==> src/hw/tcc_pkg.sv <==
// Constants, types and register map of the timer capture/compare unit.
// Assumes a single 40 MHz bus clock and an APB master with 32-bit data.
//
// What this block does
// - Compare value is two bytes at 0x16/0x17, read/write, never touched by reset.
// - Counter equal to compare value sets compare flag and loads output level.
// - Writing compare high byte stops matching until the low byte is written.
// - Writing one compare byte leaves the other byte unchanged.
// - Every match loads the pending level, whatever the compare flag holds.
// - Compare evaluated in state one; flag set in the following state three.
// - Compare flag with its enable and CPU mask clear raises timer interrupt.
// - Read-only capture value at 0x14/0x15 latches counter on selected pin edge.
// - Captured value is the counter before the edge plus one.
// - Every valid edge overwrites the capture value, flag set or not.
// - Capture high byte read blocks captures until the low byte is read.
// - Edge between two state-two points sets capture flag in next state three.
// - Capture resolution is one count, four bus clocks.
// - Capture flag with its enable and CPU mask clear raises timer interrupt.
// - Overflow flag with its enable and CPU mask clear raises timer interrupt.
// - Pin select 0 gives port pin to general I/O, 1 to compare output.
// - Edge select 0 falling, 1 rising; reset leaves it unchanged.
// - Pending level appears on pin after next match; reset clears level bits.
// - Compare pin is low during reset, then follows general I/O until pin select is set.
// - Reset touches control register except edge select, output level and counter, not compare or capture values.
// - Counter resets to 0xfffc and advances every four bus clocks.
// - Compare flag clears on status read with flag set, then compare low access.
// - Capture flag clears on status access with flag set, then capture low access.

package tcc_pkg;

  localparam int ADDR_W = 8;
  localparam int DATA_W = 32;
  localparam int CNT_W = 16;

  // Register indices; the byte address is four times the index
  localparam logic [ADDR_W-1:0] IDX_CONTROL = 8'h12;
  localparam logic [ADDR_W-1:0] IDX_STATUS = 8'h13;
  localparam logic [ADDR_W-1:0] IDX_CAPTURE_HIGH = 8'h14;
  localparam logic [ADDR_W-1:0] IDX_CAPTURE_LOW = 8'h15;
  localparam logic [ADDR_W-1:0] IDX_COMPARE_HIGH = 8'h16;
  localparam logic [ADDR_W-1:0] IDX_COMPARE_LOW = 8'h17;
  localparam logic [ADDR_W-1:0] IDX_COUNTER_HIGH = 8'h18;
  localparam logic [ADDR_W-1:0] IDX_COUNTER_LOW = 8'h19;

  // Control register fields
  localparam int CTL_CAPTURE_IRQ_ENABLE = 7;
  localparam int CTL_COMPARE_IRQ_ENABLE = 6;
  localparam int CTL_OVERFLOW_IRQ_ENABLE = 5;
  localparam int CTL_COMPARE_PIN_SELECT = 2;
  localparam int CTL_CAPTURE_EDGE_SELECT = 1;
  localparam int CTL_PENDING_OUTPUT_LEVEL = 0;

  // Status register fields
  localparam int STS_CAPTURE_FLAG = 7;
  localparam int STS_COMPARE_MATCH_FLAG = 6;
  localparam int STS_OVERFLOW_FLAG = 5;

  localparam logic [CNT_W-1:0] COUNTER_RESET = 16'hfffc;
  localparam logic [CNT_W-1:0] COUNT_ONE = 16'h0001;

  // Four timer states per counter step
  typedef enum logic [1:0] {
    timer_state_zero,
    timer_state_one,
    timer_state_two,
    timer_state_three
  } timer_state_t;

  typedef struct packed {
    logic psel;
    logic penable;
    logic pwrite;
    logic [ADDR_W-1:0] paddr;
    logic [DATA_W-1:0] pwdata;
    logic [3:0] pstrb;
  } apb_req_t;

  typedef struct packed {
    logic pready;
    logic pslverr;
    logic [DATA_W-1:0] prdata;
  } apb_rsp_t;

  function automatic logic [ADDR_W-1:0] byte_addr(input logic [ADDR_W-1:0] idx);
    byte_addr = {idx[ADDR_W-3:0], 2'b00};
  endfunction

endpackage

==> src/hw/capture_edge_detect.sv <==
// Synchroniser and selectable edge detector for the capture pin.
// Assumes the pin may change at any time relative to the bus clock.
`timescale 1ns/1ps
`default_nettype none

module capture_edge_detect (
  input wire logic ref_clk_in,
  input wire logic pin_in,
  input wire logic rising_in,
  output logic edge_out
);

  logic sync_a;
  logic sync_b;
  logic last;

  // Only sync_b and later stages are looked at
  always_ff @(posedge ref_clk_in) begin
    sync_a <= pin_in;
    sync_b <= sync_a;
    last <= sync_b;
  end

  always_ff @(posedge ref_clk_in) begin
    edge_out <= rising_in ? (sync_b & ~last) : (~sync_b & last);
  end

endmodule

`default_nettype wire

==> src/hw/timer_base_counter.sv <==
// Divide-by-four timer state sequencer and 16-bit free-running counter.
// Assumes one bus clock and a synchronous active-high reset.
`timescale 1ns/1ps
`default_nettype none

module timer_base_counter (
  input wire logic ref_clk_in,
  input wire logic sys_rst_in,
  output var tcc_pkg::timer_state_t state_out,
  output logic [tcc_pkg::CNT_W-1:0] count_out,
  output logic overflow_out
);
  import tcc_pkg::*;

  timer_state_t next_state;
  wire step = (state_out == timer_state_three);

  always_comb begin
    unique case (state_out)
      timer_state_zero: next_state = timer_state_one;
      timer_state_one: next_state = timer_state_two;
      timer_state_two: next_state = timer_state_three;
      timer_state_three: next_state = timer_state_zero;
    endcase
  end

  always_ff @(posedge ref_clk_in) begin
    if (sys_rst_in) begin
      state_out <= timer_state_zero;
      count_out <= COUNTER_RESET;
      overflow_out <= 1'b0;
    end else begin
      state_out <= next_state;
      if (step) begin
        count_out <= count_out + COUNT_ONE;
      end
      overflow_out <= step && (count_out == '1);
    end
  end

endmodule

`default_nettype wire

==> src/hw/timer_capture_compare_unit.sv <==
// Capture/compare section of a 16-bit free-running timer with an APB slave.
// Assumes an APB master on the same 40 MHz clock and a CPU interrupt mask level.
`timescale 1ns/1ps
`default_nettype none

module timer_capture_compare_unit (
  input wire logic ref_clk_in,
  input wire logic sys_rst_in,
  input wire tcc_pkg::apb_req_t apb_req_in,
  output var tcc_pkg::apb_rsp_t apb_rsp_out,
  input wire logic capture_input_pin_in,
  input wire logic port_c_bit_two_in,
  input wire logic cpu_irq_mask_in,
  output logic port_c_bit_two_out,
  output logic timer_irq_out
);
  import tcc_pkg::*;

  // ----------------------------------------
  // Timer base
  // ----------------------------------------
  timer_state_t state;
  logic [CNT_W-1:0] count;
  logic overflow_pulse;

  timer_base_counter u_base (
    .ref_clk_in(ref_clk_in),
    .sys_rst_in(sys_rst_in),
    .state_out(state),
    .count_out(count),
    .overflow_out(overflow_pulse)
  );

  wire in_state_one = (state == timer_state_one);
  wire in_state_three = (state == timer_state_three);

  // ----------------------------------------
  // Registers
  // ----------------------------------------
  logic [7:0] compare_value_high;
  logic [7:0] compare_value_low;
  logic [7:0] capture_value_high;
  logic [7:0] capture_value_low;
  logic capture_irq_enable;
  logic compare_irq_enable_alias;
  logic overflow_irq_enable;
  logic compare_pin_select;
  logic capture_edge_select;
  logic pending_output_level;
  logic output_level;
  logic capture_flag;
  logic compare_match_flag;
  logic overflow_flag;
  logic compare_enable;
  logic capture_block;
  logic match_pending;
  logic capture_pending;
  logic arm_capture_clear;
  logic arm_compare_clear;
  logic arm_overflow_clear;

  // ----------------------------------------
  // APB decode
  // ----------------------------------------
  wire sel = apb_req_in.psel & apb_req_in.penable;
  wire first_access = sel & ~apb_rsp_out.pready;
  wire done = sel & apb_rsp_out.pready;
  wire wr = done & apb_req_in.pwrite & apb_req_in.pstrb[0];
  wire [7:0] wbyte = apb_req_in.pwdata[7:0];
  wire [ADDR_W-1:0] addr = apb_req_in.paddr;

  wire hit_control = (addr == byte_addr(IDX_CONTROL));
  wire hit_status = (addr == byte_addr(IDX_STATUS));
  wire hit_cap_high = (addr == byte_addr(IDX_CAPTURE_HIGH));
  wire hit_cap_low = (addr == byte_addr(IDX_CAPTURE_LOW));
  wire hit_cmp_high = (addr == byte_addr(IDX_COMPARE_HIGH));
  wire hit_cmp_low = (addr == byte_addr(IDX_COMPARE_LOW));
  wire hit_cnt_high = (addr == byte_addr(IDX_COUNTER_HIGH));
  wire hit_cnt_low = (addr == byte_addr(IDX_COUNTER_LOW));
  wire hit_any = hit_control | hit_status | hit_cap_high | hit_cap_low |
                 hit_cmp_high | hit_cmp_low | hit_cnt_high | hit_cnt_low;

  wire rd = done & ~apb_req_in.pwrite;
  wire wr_control = wr & hit_control;
  wire wr_cmp_high = wr & hit_cmp_high;
  wire wr_cmp_low = wr & hit_cmp_low;
  wire rd_cap_high = rd & hit_cap_high;
  wire acc_status = done & hit_status;
  wire acc_cap_low = done & hit_cap_low;
  wire acc_cmp_low = done & hit_cmp_low;
  wire acc_cnt_low = done & hit_cnt_low;

  wire [7:0] control_byte = {capture_irq_enable, compare_irq_enable_alias,
                             overflow_irq_enable, 2'b00, compare_pin_select,
                             capture_edge_select, pending_output_level};
  wire [7:0] status_byte = {capture_flag, compare_match_flag, overflow_flag, 5'h00};

  wire [7:0] read_byte =
    hit_control ? control_byte :
    hit_status ? status_byte :
    hit_cap_high ? capture_value_high :
    hit_cap_low ? capture_value_low :
    hit_cmp_high ? compare_value_high :
    hit_cmp_low ? compare_value_low :
    hit_cnt_high ? count[15:8] :
    hit_cnt_low ? count[7:0] : 8'h00;

  // One wait state: pready rises in the cycle after the access phase opens
  always_ff @(posedge ref_clk_in) begin
    if (sys_rst_in) begin
      apb_rsp_out <= '0;
    end else begin
      apb_rsp_out.pready <= first_access;
      apb_rsp_out.pslverr <= first_access & ~hit_any;
      if (first_access) begin
        apb_rsp_out.prdata <= {24'h000000, read_byte};
      end
    end
  end

  // ----------------------------------------
  // Control register
  // ----------------------------------------
  // enables cleared by reset
  always_ff @(posedge ref_clk_in) begin
    if (sys_rst_in) begin
      capture_irq_enable <= 1'b0;
      compare_irq_enable_alias <= 1'b0;
      overflow_irq_enable <= 1'b0;
      compare_pin_select <= 1'b0;
    end else if (wr_control) begin
      capture_irq_enable <= wbyte[CTL_CAPTURE_IRQ_ENABLE];
      compare_irq_enable_alias <= wbyte[CTL_COMPARE_IRQ_ENABLE];
      overflow_irq_enable <= wbyte[CTL_OVERFLOW_IRQ_ENABLE];
      compare_pin_select <= wbyte[CTL_COMPARE_PIN_SELECT];
    end
  end

  always_ff @(posedge ref_clk_in) begin
    if (wr_control) begin
      capture_edge_select <= wbyte[CTL_CAPTURE_EDGE_SELECT];
    end
  end

  // ----------------------------------------
  // Compare
  // ----------------------------------------
  // each byte written alone, no reset
  always_ff @(posedge ref_clk_in) begin
    if (wr_cmp_high) begin
      compare_value_high <= wbyte;
    end
    if (wr_cmp_low) begin
      compare_value_low <= wbyte;
    end
  end

  // high byte write stops matching until low byte
  always_ff @(posedge ref_clk_in) begin
    if (sys_rst_in) begin
      compare_enable <= 1'b1;
    end else if (wr_cmp_high) begin
      compare_enable <= 1'b0;
    end else if (wr_cmp_low) begin
      compare_enable <= 1'b1;
    end
  end

  wire match_now = in_state_one & compare_enable &
                   (count == {compare_value_high, compare_value_low});

  always_ff @(posedge ref_clk_in) begin
    if (sys_rst_in) begin
      match_pending <= 1'b0;
    end else if (match_now) begin
      match_pending <= 1'b1;
    end else if (in_state_three) begin
      match_pending <= 1'b0;
    end
  end

  wire compare_event = match_pending & in_state_three;

  always_ff @(posedge ref_clk_in) begin
    if (sys_rst_in) begin
      pending_output_level <= 1'b0;
      output_level <= 1'b0;
    end else begin
      if (wr_control) begin
        pending_output_level <= wbyte[CTL_PENDING_OUTPUT_LEVEL];
      end
      if (compare_event) begin
        output_level <= pending_output_level;
      end
    end
  end

  // ----------------------------------------
  // Capture
  // ----------------------------------------
  logic edge_seen;

  capture_edge_detect u_edge (
    .ref_clk_in(ref_clk_in),
    .pin_in(capture_input_pin_in),
    .rising_in(capture_edge_select),
    .edge_out(edge_seen)
  );

  // high byte read blocks transfer until low byte read
  always_ff @(posedge ref_clk_in) begin
    if (sys_rst_in) begin
      capture_block <= 1'b0;
    end else if (rd_cap_high) begin
      capture_block <= 1'b1;
    end else if (rd & hit_cap_low) begin
      capture_block <= 1'b0;
    end
  end

  wire capture_take = edge_seen & ~capture_block;

  // latch count plus one, no reset
  always_ff @(posedge ref_clk_in) begin
    if (capture_take) begin
      {capture_value_high, capture_value_low} <= count + COUNT_ONE;
    end
  end

  // flag waits for the next state three
  always_ff @(posedge ref_clk_in) begin
    if (sys_rst_in) begin
      capture_pending <= 1'b0;
    end else begin
      capture_pending <= capture_take | (capture_pending & ~in_state_three);
    end
  end

  wire capture_event = capture_pending & in_state_three;

  // ----------------------------------------
  // Flags
  // ----------------------------------------
  // A status access with the flag set arms the clear; the arm lapses on use
  always_ff @(posedge ref_clk_in) begin
    if (sys_rst_in) begin
      arm_capture_clear <= 1'b0;
      arm_compare_clear <= 1'b0;
      arm_overflow_clear <= 1'b0;
    end else begin
      if (acc_status) begin
        arm_capture_clear <= capture_flag;
        arm_compare_clear <= compare_match_flag;
        arm_overflow_clear <= overflow_flag;
      end
      if (acc_cap_low) begin
        arm_capture_clear <= 1'b0;
      end
      if (acc_cmp_low) begin
        arm_compare_clear <= 1'b0;
      end
      if (acc_cnt_low) begin
        arm_overflow_clear <= 1'b0;
      end
    end
  end

  // Flags are not reset; a set in the clearing cycle wins
  // capture, compare and overflow flag set and clear sequences
  always_ff @(posedge ref_clk_in) begin
    if (capture_event) begin
      capture_flag <= 1'b1;
    end else if (acc_cap_low & arm_capture_clear) begin
      capture_flag <= 1'b0;
    end
    if (compare_event) begin
      compare_match_flag <= 1'b1;
    end else if (acc_cmp_low & arm_compare_clear) begin
      compare_match_flag <= 1'b0;
    end
    if (overflow_pulse) begin
      overflow_flag <= 1'b1;
    end else if (acc_cnt_low & arm_overflow_clear) begin
      overflow_flag <= 1'b0;
    end
  end

  // ----------------------------------------
  // Outputs
  // ----------------------------------------
  // gated by enables and CPU mask
  wire irq_sources = (capture_flag & capture_irq_enable) |
                     (compare_match_flag & compare_irq_enable_alias) |
                     (overflow_flag & overflow_irq_enable);

  wire next_pin = compare_pin_select ? output_level : port_c_bit_two_in;

  // pin low while reset is held
  always_ff @(posedge ref_clk_in) begin
    if (sys_rst_in) begin
      port_c_bit_two_out <= 1'b0;
      timer_irq_out <= 1'b0;
    end else begin
      port_c_bit_two_out <= next_pin;
      timer_irq_out <= irq_sources & ~cpu_irq_mask_in;
    end
  end

endmodule

`default_nettype wire

==> config.mk <==
export PLATFORM = sky130hd
export DESIGN_NAME = timer_capture_compare_unit
export DESIGN_NICKNAME = d
export VERILOG_FILES = /design/src/hw/tcc_pkg.sv /design/src/hw/capture_edge_detect.sv /design/src/hw/timer_base_counter.sv /design/src/hw/timer_capture_compare_unit.sv
export SDC_FILE = /design/constraint.sdc
export NUM_CORES = 1
export LEC_CHECK = 0
export ABC_AREA = 0
export ABC_CLOCK_PERIOD_IN_PS = 3890
export BUFFER_PORTS_ARGS = -buffer_cell sky130_fd_sc_hd__buf_4
export CORE_MARGIN = 2
export CORE_UTILIZATION = 50
export DETAILED_ROUTE_END_ITERATION = 10
export PLACE_DENSITY = 0.74
export SLEW_MARGIN = 20
export SYNTH_ARGS = -nofsm -noshare
export SYNTH_HDL_FRONTEND = slang
export SYNTH_SLANG_ARGS = --single-unit
==> constraint.sdc <==
create_clock -name ref_clk_in -period 3.89 [get_ports ref_clk_in]
set_input_delay 0.5835 -clock ref_clk_in [delete_from_list [all_inputs] [get_ports ref_clk_in]]
set_output_delay 0.5835 -clock ref_clk_in [all_outputs]
set_load 0.02 [all_outputs]
==> results of run 1 <==
metal layers:
| metal | wire [um] | vias to the layer above | track usage |
|---|---|---|---|
| li1 | - | 1527 | - |
| met1 | 4290 | 1488 | 0.284 |
| met2 | 4300 | 161 | 0.321 |
| met3 | 739 | 28 | 0.0470 |
| met4 | 331 | 0 | 0.101 |
| met5 | 0 | - | 0 |
how the worst max path moves through the flow:
stage | start | endpoint
final | u_base.count_out[0] | u_base.count_out[12]
after global placement | u_base.count_out[2] | capture_value_high[7]
after CTS | u_base.count_out[2] | capture_value_high[7]
after global routing | u_base.count_out[0] | u_base.count_out[12]
after floorplan | apb_req_in[38] | compare_value_low[0]
after detailed placement | u_base.count_out[2] | capture_value_high[7]
cells in the final DEF (no fill, tap or decap), drive strengths merged, types with 18 or more instances in the layout:
master	Yosys	layout
nand2	25	25
o21ai	19	19
xor2	31	31
buf	32	40
mux2i	23	23
nor2	38	38
nand3	18	18
dfxtp	51	51
edfxtp	33	33
nand2b	21	21
conb	1	24
registers in the layout, summed over array words and instances (netlist names), 2 cells and up:
register	count
apb_rsp_out	10
capture_value_high	8
capture_value_low	8
compare_value_high	8
compare_value_low	8
u_base.count_out	16
u_base.state_out	2
critical path: cells and delay by family (launching register included):
kind | cells | cell delay (ns)
AO/OA/AOI/OAI | 1 | 0.23
adder cells (fa/ha/maj) | 1 | 0.31
flip-flops | 1 | 0.57
AND/OR/NAND/NOR | 3 | 0.98
cell type report:
cell class / count / area, sq um / area share
inverters: 5 / 18.8 / 0.00398
well taps: 105 / 131 / 0.0279
flip-flops and latches: 84 / 2010 / 0.427
multi-input cells: 316 / 2060 / 0.437
clock buffers: 10 / 149 / 0.0316
repair buffers: 40 / 300 / 0.0637
clock inverters: 6 / 45.0 / 0.00955
power by group through the flow:
stage / Clock, W / Sequential, W / Combinational, W
5_1_grt: 0.000651 / 0.000959 / 0.000192
4_1_cts: 0.000619 / 0.000955 / 0.000175
2_1_floorplan: 0 / 0.000969 / 0.000141
6_report: 0.000601 / 0.000955 / 0.000175
3_3_place_gp: 0 / 0.000974 / 0.000171
3_5_place_dp: 0 / 0.000975 / 0.000174
through the flow:
step	setup slack (ns)	area, sq um
2_1_floorplan	1.71	4400
3_3_place_gp	1.51	4520
3_5_place_dp	1.45	4520
4_1_cts	1.46	4710
5_1_grt	1.56	4720
6_report	1.70	4720
cell families after synthesis:
kind of cell | count (synthesis)
muxes | 26
AOI/OAI and AO/OA | 64
xor gates and xnor gates | 41
other | 1
buffers and inverters | 60
DFF | 84
adders and majority gates | 5
and+or+nand+nor | 156
==> impl_metrics.ini, run 1 <==
[status]
status = finished clean

[floorplan]
fp.dieH_um = 96.9
num_rows = 33
io_pins = 88
dieWidth_um = 96.9
core_area_sq_mm = 0.00830
dieArea_sq_mm = 0.00939
start_util = 0.520

[clocking]
postCtsSetupBuffers = 0
max-clock-path-buffers = 2
clk_latency_ns = 0.37
cts.repair.resized = 0
cts_tree = done
cts_max_level = 3
numCtsBuffers = 9
cts-root-buf = clkbuf_8
ctsHoldBuffers = 0
clk_pin_slew_worst_paths_ns = 0.09
cts.sinks = 84

[power]
p_int_w = 0.00127
combPwrFrac = 0.101
p_switching_w = 0.000457
p_sw_frac = 0.264
max-vdd-ir-drop_v = 0.000240
cellPowerDensity_mw_per_mm2 = 367
p_total_w = 0.00173
p_leak_nw = 1.74
seqPwrFrac = 0.552
pwr-share-clk = 0.347

[critical_path]
cpMaxStageDelayCell = dfxtp_1
worstPathRequired_ns = 4.13
ff2ff_setup_slack_ns = 1.70
path_max_fanout = 8
cpPeakStageDelay_ns = 0.57
end_kind = flip-flop
reg2reg_from = u_base.count_out[0]
worstReg2RegEnd = u_base.count_out[12]
start_kind = flip-flop
rr_worst_depth = 5
timing.critical_path.arrival_ns = 2.44
critical_path_class = flip-flop to flip-flop
path_cells = ha_1, and3_1, nand4_1, o21ai_0, or3b_2

[hold_path]
min_to = u_edge.sync_a
min_from = capture_input_pin_in
min_path_cells = 1
holdCritPathClass = input pin to flip-flop

[final_layout]
diodes = 0
fillCellCount = 732
syn_to_final_growth_pct = 9.28
fin_util = 0.568
nNetsFinal = 513
layout-drive-gt1-share = 0.148
stdcell_count = 566

[yosys]
synth_top_cell_area_share = 0.237
synth_top_area_cell = dfxtp_1
synth_seq_cells = 84
synthArstFlopShare = 0
ys_types = 49
yosysSeqAreaShare = 0.466
yosysMostFrequentCell = dfxtp_1
synthTopCellsByCount = dfxtp_1 (51), nor2_1 (38), edfxtp_1 (33)
ys.flop_type = dfxtp_1
muxShareOfSynthArea = 0.0612
yosys_warnings = 0
syn-cell-area_sq_mm = 0.00432
synth_fa_ha_area_frac = 0.0145
synth_area_leaders = dfxtp_1 (24%), edfxtp_1 (23%), xor2_1 (6.3%)
yosys.area_share.simple = 0.197
synth_compound_area_frac = 0.0986
synth_top_family_by_area = simple AND/OR/NAND/NOR gates
postSynthAreaPerCell_sq_um = 9.88
syn_inst = 437
synth_edf_count = 33
synthXorXnorAreaFrac = 0.0832

[timing]
grt_setup_unrepaired = no
fmax_mhz = 456
max_slew_margin = 0.539
final-max-slew-violation-count = 0
skew_ns = 0.0109
post-route-period-util = 0.564
worst_pin_slew_ns = 0.686
fin_tns_setup_ns = 0
final_hold_viol_count = 0
setup_violations = 0
holdWs_ns = 0.309
layout_min_cycle_time_ns = 2.19

[drt]
drc = 0
wl_per_cell_um = 17.1
first_iter_violations = 382
routed_wl_um = 9660
first_pass_iters = 6
via_per_inst = 5.66
via_count = 3204
antenna_left = 0

[placed_design]
hpwl_um = 7010
dp_cells = 550
port_buffers = 36
place_congestion = 0.917

[grt]
grt_overflow = 0
grt_antenna_before_repair = 0
grt_max_degree = 46
grt_first_pass_wirelength_um = 15400
grt_pass1_vias = 2957
grt_usage = 0.210

[run]
maxCapViolCount = 0
Note: power is estimated with default switching activity, not from simulation.
==> run 2: changes to the inputs <==
ABC_AREA = 1   (was 0)
ABC_CLOCK_PERIOD_IN_PS = 1800   (was 3890)
CORE_UTILIZATION = 49   (was 50)
PLACE_DENSITY = 0.76   (was 0.74)
clock period = 1.8 ns   (was 3.89 ns; I/O delays follow)
==> run 2 against run 1 <==
Global-route usage up 2.7 points. First-iteration DRC count is 28% higher. Sequential share of layout area down 0.56 points. Design area up 1.5%. Fmax up 33%. Highest routed layer unchanged. Utilization is 1.4 points higher.
==> impl_metrics.ini, run 2 <==
[status]
status = finished clean

[timing]
setup_violations = 0
skew_ns = 0.0148
layout_min_cycle_time_ns = 1.65
fmax_mhz = 607
post-route-period-util = 0.916
final_hold_viol_count = 0
fin_tns_setup_ns = 0
grt_setup_unrepaired = no
final-max-slew-violation-count = 0

[final_layout]
diodes = 0
top_regs = u_base.count_out (16), apb_rsp_out (10)
final_common_cell = nand2_1
syn_to_final_growth_pct = 15.0
design_area_sq_mm = 0.00478
top_register = u_base.count_out
layout_common_cells = nand2_1 (104), inv_1 (58), buf_4 (56), dfxtp_1 (49), nor2_1 (44)
nNetsFinal = 613
layout-drive-gt1-share = 0.173
fillCellCount = 713
largest_reg_flops = 16
stdcell_count = 666

[drt]
first_iter_violations = 488
drc = 0
wl_per_cell_um = 15.6
via_count = 3594
first_pass_iters = 6
dr_wl_met2_um = 4880
wl_met3_um = 927
routed_wl_um = 10400
drt-met1-wl_um = 4340
antenna_left = 0
top_layer_used = met4
via_per_inst = 5.40

[yosys]
synth_edf_count = 33
synthTopCellsByCount = nand2_1 (104), inv_1 (58), dfxtp_1 (51)
yosysMostFrequentCell = nand2_1
synthArstFlopShare = 0
syn-cell-area_sq_mm = 0.00416
synth_seq_cells = 84
muxShareOfSynthArea = 0
synth_compound_area_frac = 0.107
postSynthAreaPerCell_sq_um = 8.29
ys_types = 39
yosys.area_share.simple = 0.239
ys.flop_type = dfxtp_1
synth_fa_ha_area_frac = 0.0150
yosysSeqAreaShare = 0.484
synth_area_leaders = dfxtp_1 (25%), edfxtp_1 (24%), nand2_1 (9.4%)
synth_top_cell_area_share = 0.245
synth_top_area_cell = dfxtp_1
syn_inst = 502
synth_top_family_by_area = simple AND/OR/NAND/NOR gates
yosys_warnings = 0
synthXorXnorAreaFrac = 0.0415

[placed_design]
dp_cells = 649
placed_area_sq_mm = 0.00457
port_buffers = 36
place_congestion = 1.08
hpwl_um = 7850

[clocking]
cts_max_level = 3
clk_pin_slew_worst_paths_ns = 0.08
postCtsSetupBuffers = 0
cts_tree = done
max-clock-path-buffers = 2
clk_latency_ns = 0.37
numCtsBuffers = 9
cts-root-buf = clkbuf_8
cts.sinks = 84

[critical_path]
critical_path_class = flip-flop to flip-flop
ff2ff_setup_slack_ns = 0.15
start_kind = flip-flop
path_max_fanout = 4
reg2reg_from = u_base.count_out[0]
end_kind = flip-flop
worstPathRequired_ns = 1.91
worstReg2RegEnd = capture_value_high[6]
rr_worst_depth = 8
timing.critical_path.arrival_ns = 1.76

[power]
max-vdd-ir-drop_v = 0.000583
p_leak_nw = 2.02
cellPowerDensity_mw_per_mm2 = 888

[hold_path]
min_path_cells = 1
holdCritPathClass = input pin to flip-flop
min_from = apb_req_in[7]
min_to = compare_value_low[3]

[grt]
grt_max_degree = 27
grt_first_pass_wirelength_um = 16400
grt_overflow = 0
grt_usage = 0.238
grt_antenna_before_repair = 0
grt_pass1_vias = 3265

[floorplan]
core_area_sq_mm = 0.00822
dieArea_sq_mm = 0.00924
start_util = 0.506
dieWidth_um = 96.1
io_pins = 88
num_rows = 33
fp.dieH_um = 96.1

[run]
maxCapViolCount = 0
==> run 2: changes by cell type after synthesis, moves of 11 or more <==
cell | previous run | this run
inv_1 | 5 | 58
clkbuf_1 | 23 | 7
nand2b_1 | 21 | 0
mux2i_1 | 23 | 0
nand3_1 | 18 | 29
o21ai_0 | 18 | 34
xor2_1 | 31 | 11
nand2_1 | 25 | 104
a21oi_1 | 9 | 30
==> run 2: how the worst max path moves through the flow <==
stage,from,endpoint,depth (start not counted)
after floorplan,apb_rsp_out[33],compare_value_low[0],4
after global placement,apb_req_in[43],apb_rsp_out[2],10
after detailed placement,apb_req_in[43],apb_rsp_out[3],13
after CTS,u_base.count_out[1],capture_value_high[6],8
after global routing,u_base.count_out[0],u_base.count_out[14],10
final,u_base.count_out[0],capture_value_high[6],8
==> run 2: repair_timing <==
item | 4_1_cts | 5_1_grt
hold endpoints to repair | 1 | 0
setup endpoints to repair | 0 | 4
resized for setup | 0 | 4
hold buffers | 1 | 0
==> run 2: routing by layer <==
layer / vias to the layer above / GRT usage
met5: - / 0
met4: 0 / 0.0786
met3: 35 / 0.0462
met2: 222 / 0.389
met1: 1640 / 0.316
li1: 1697 / -
==> run 2: cell families after synthesis <==
group / count (synthesis)
buffers and inverters: 98
AO/OA/AOI/OAI: 81
adder cells (fa/ha/maj): 5
XOR/XNOR: 18
AND/OR/NAND/NOR: 215
flip-flops: 84
other: 1
==> run 2: per-stage QoR <==
stage          utilization  worst slack, ns  hold slack [ns]  total power, W
2_1_floorplan            -            0.182            0.298         0.00273
3_3_place_gp         0.556            0.111            0.313         0.00288
3_5_place_dp         0.556           0.0852            0.317         0.00291
4_1_cts              0.581           0.0862           0.0929         0.00424
5_1_grt              0.582           0.0248           0.0960         0.00442
6_report             0.582            0.152           0.0984         0.00425
==> run 2: layout make-up <==
type,instances,area [sq um],share of cell area
clock buffer,9,124,0.0259
tap,105,131,0.0275
multi-input combinational,343,1780,0.373
inverter,61,229,0.0479
clock inverter,7,72.6,0.0152
timing repair buffer,57,430,0.0900
sequential,84,2010,0.421
==> run 2: worst max-delay path, stage by stage (launching register included) <==
cell and delay [ns]:
dfxtp_2 0.37, ha_1 0.19, nand2_1 0.11, nor2_2 0.13, nand2_2 0.09, nor2_4 0.14
nand4_4 0.14, nor2_4 0.14, xor2_2 0.08
==> run 2: where the power goes <==
| group | internal (W) | total (W) | leakage [nW] | switching (W) |
|---|---|---|---|---|
| logic | 0.000243 | 0.000675 | 1.23 | 0.000431 |
| clock network | 0.000649 | 0.00136 | 0.104 | 0.000710 |
| registers | 0.00210 | 0.00221 | 0.688 | 0.000118 |
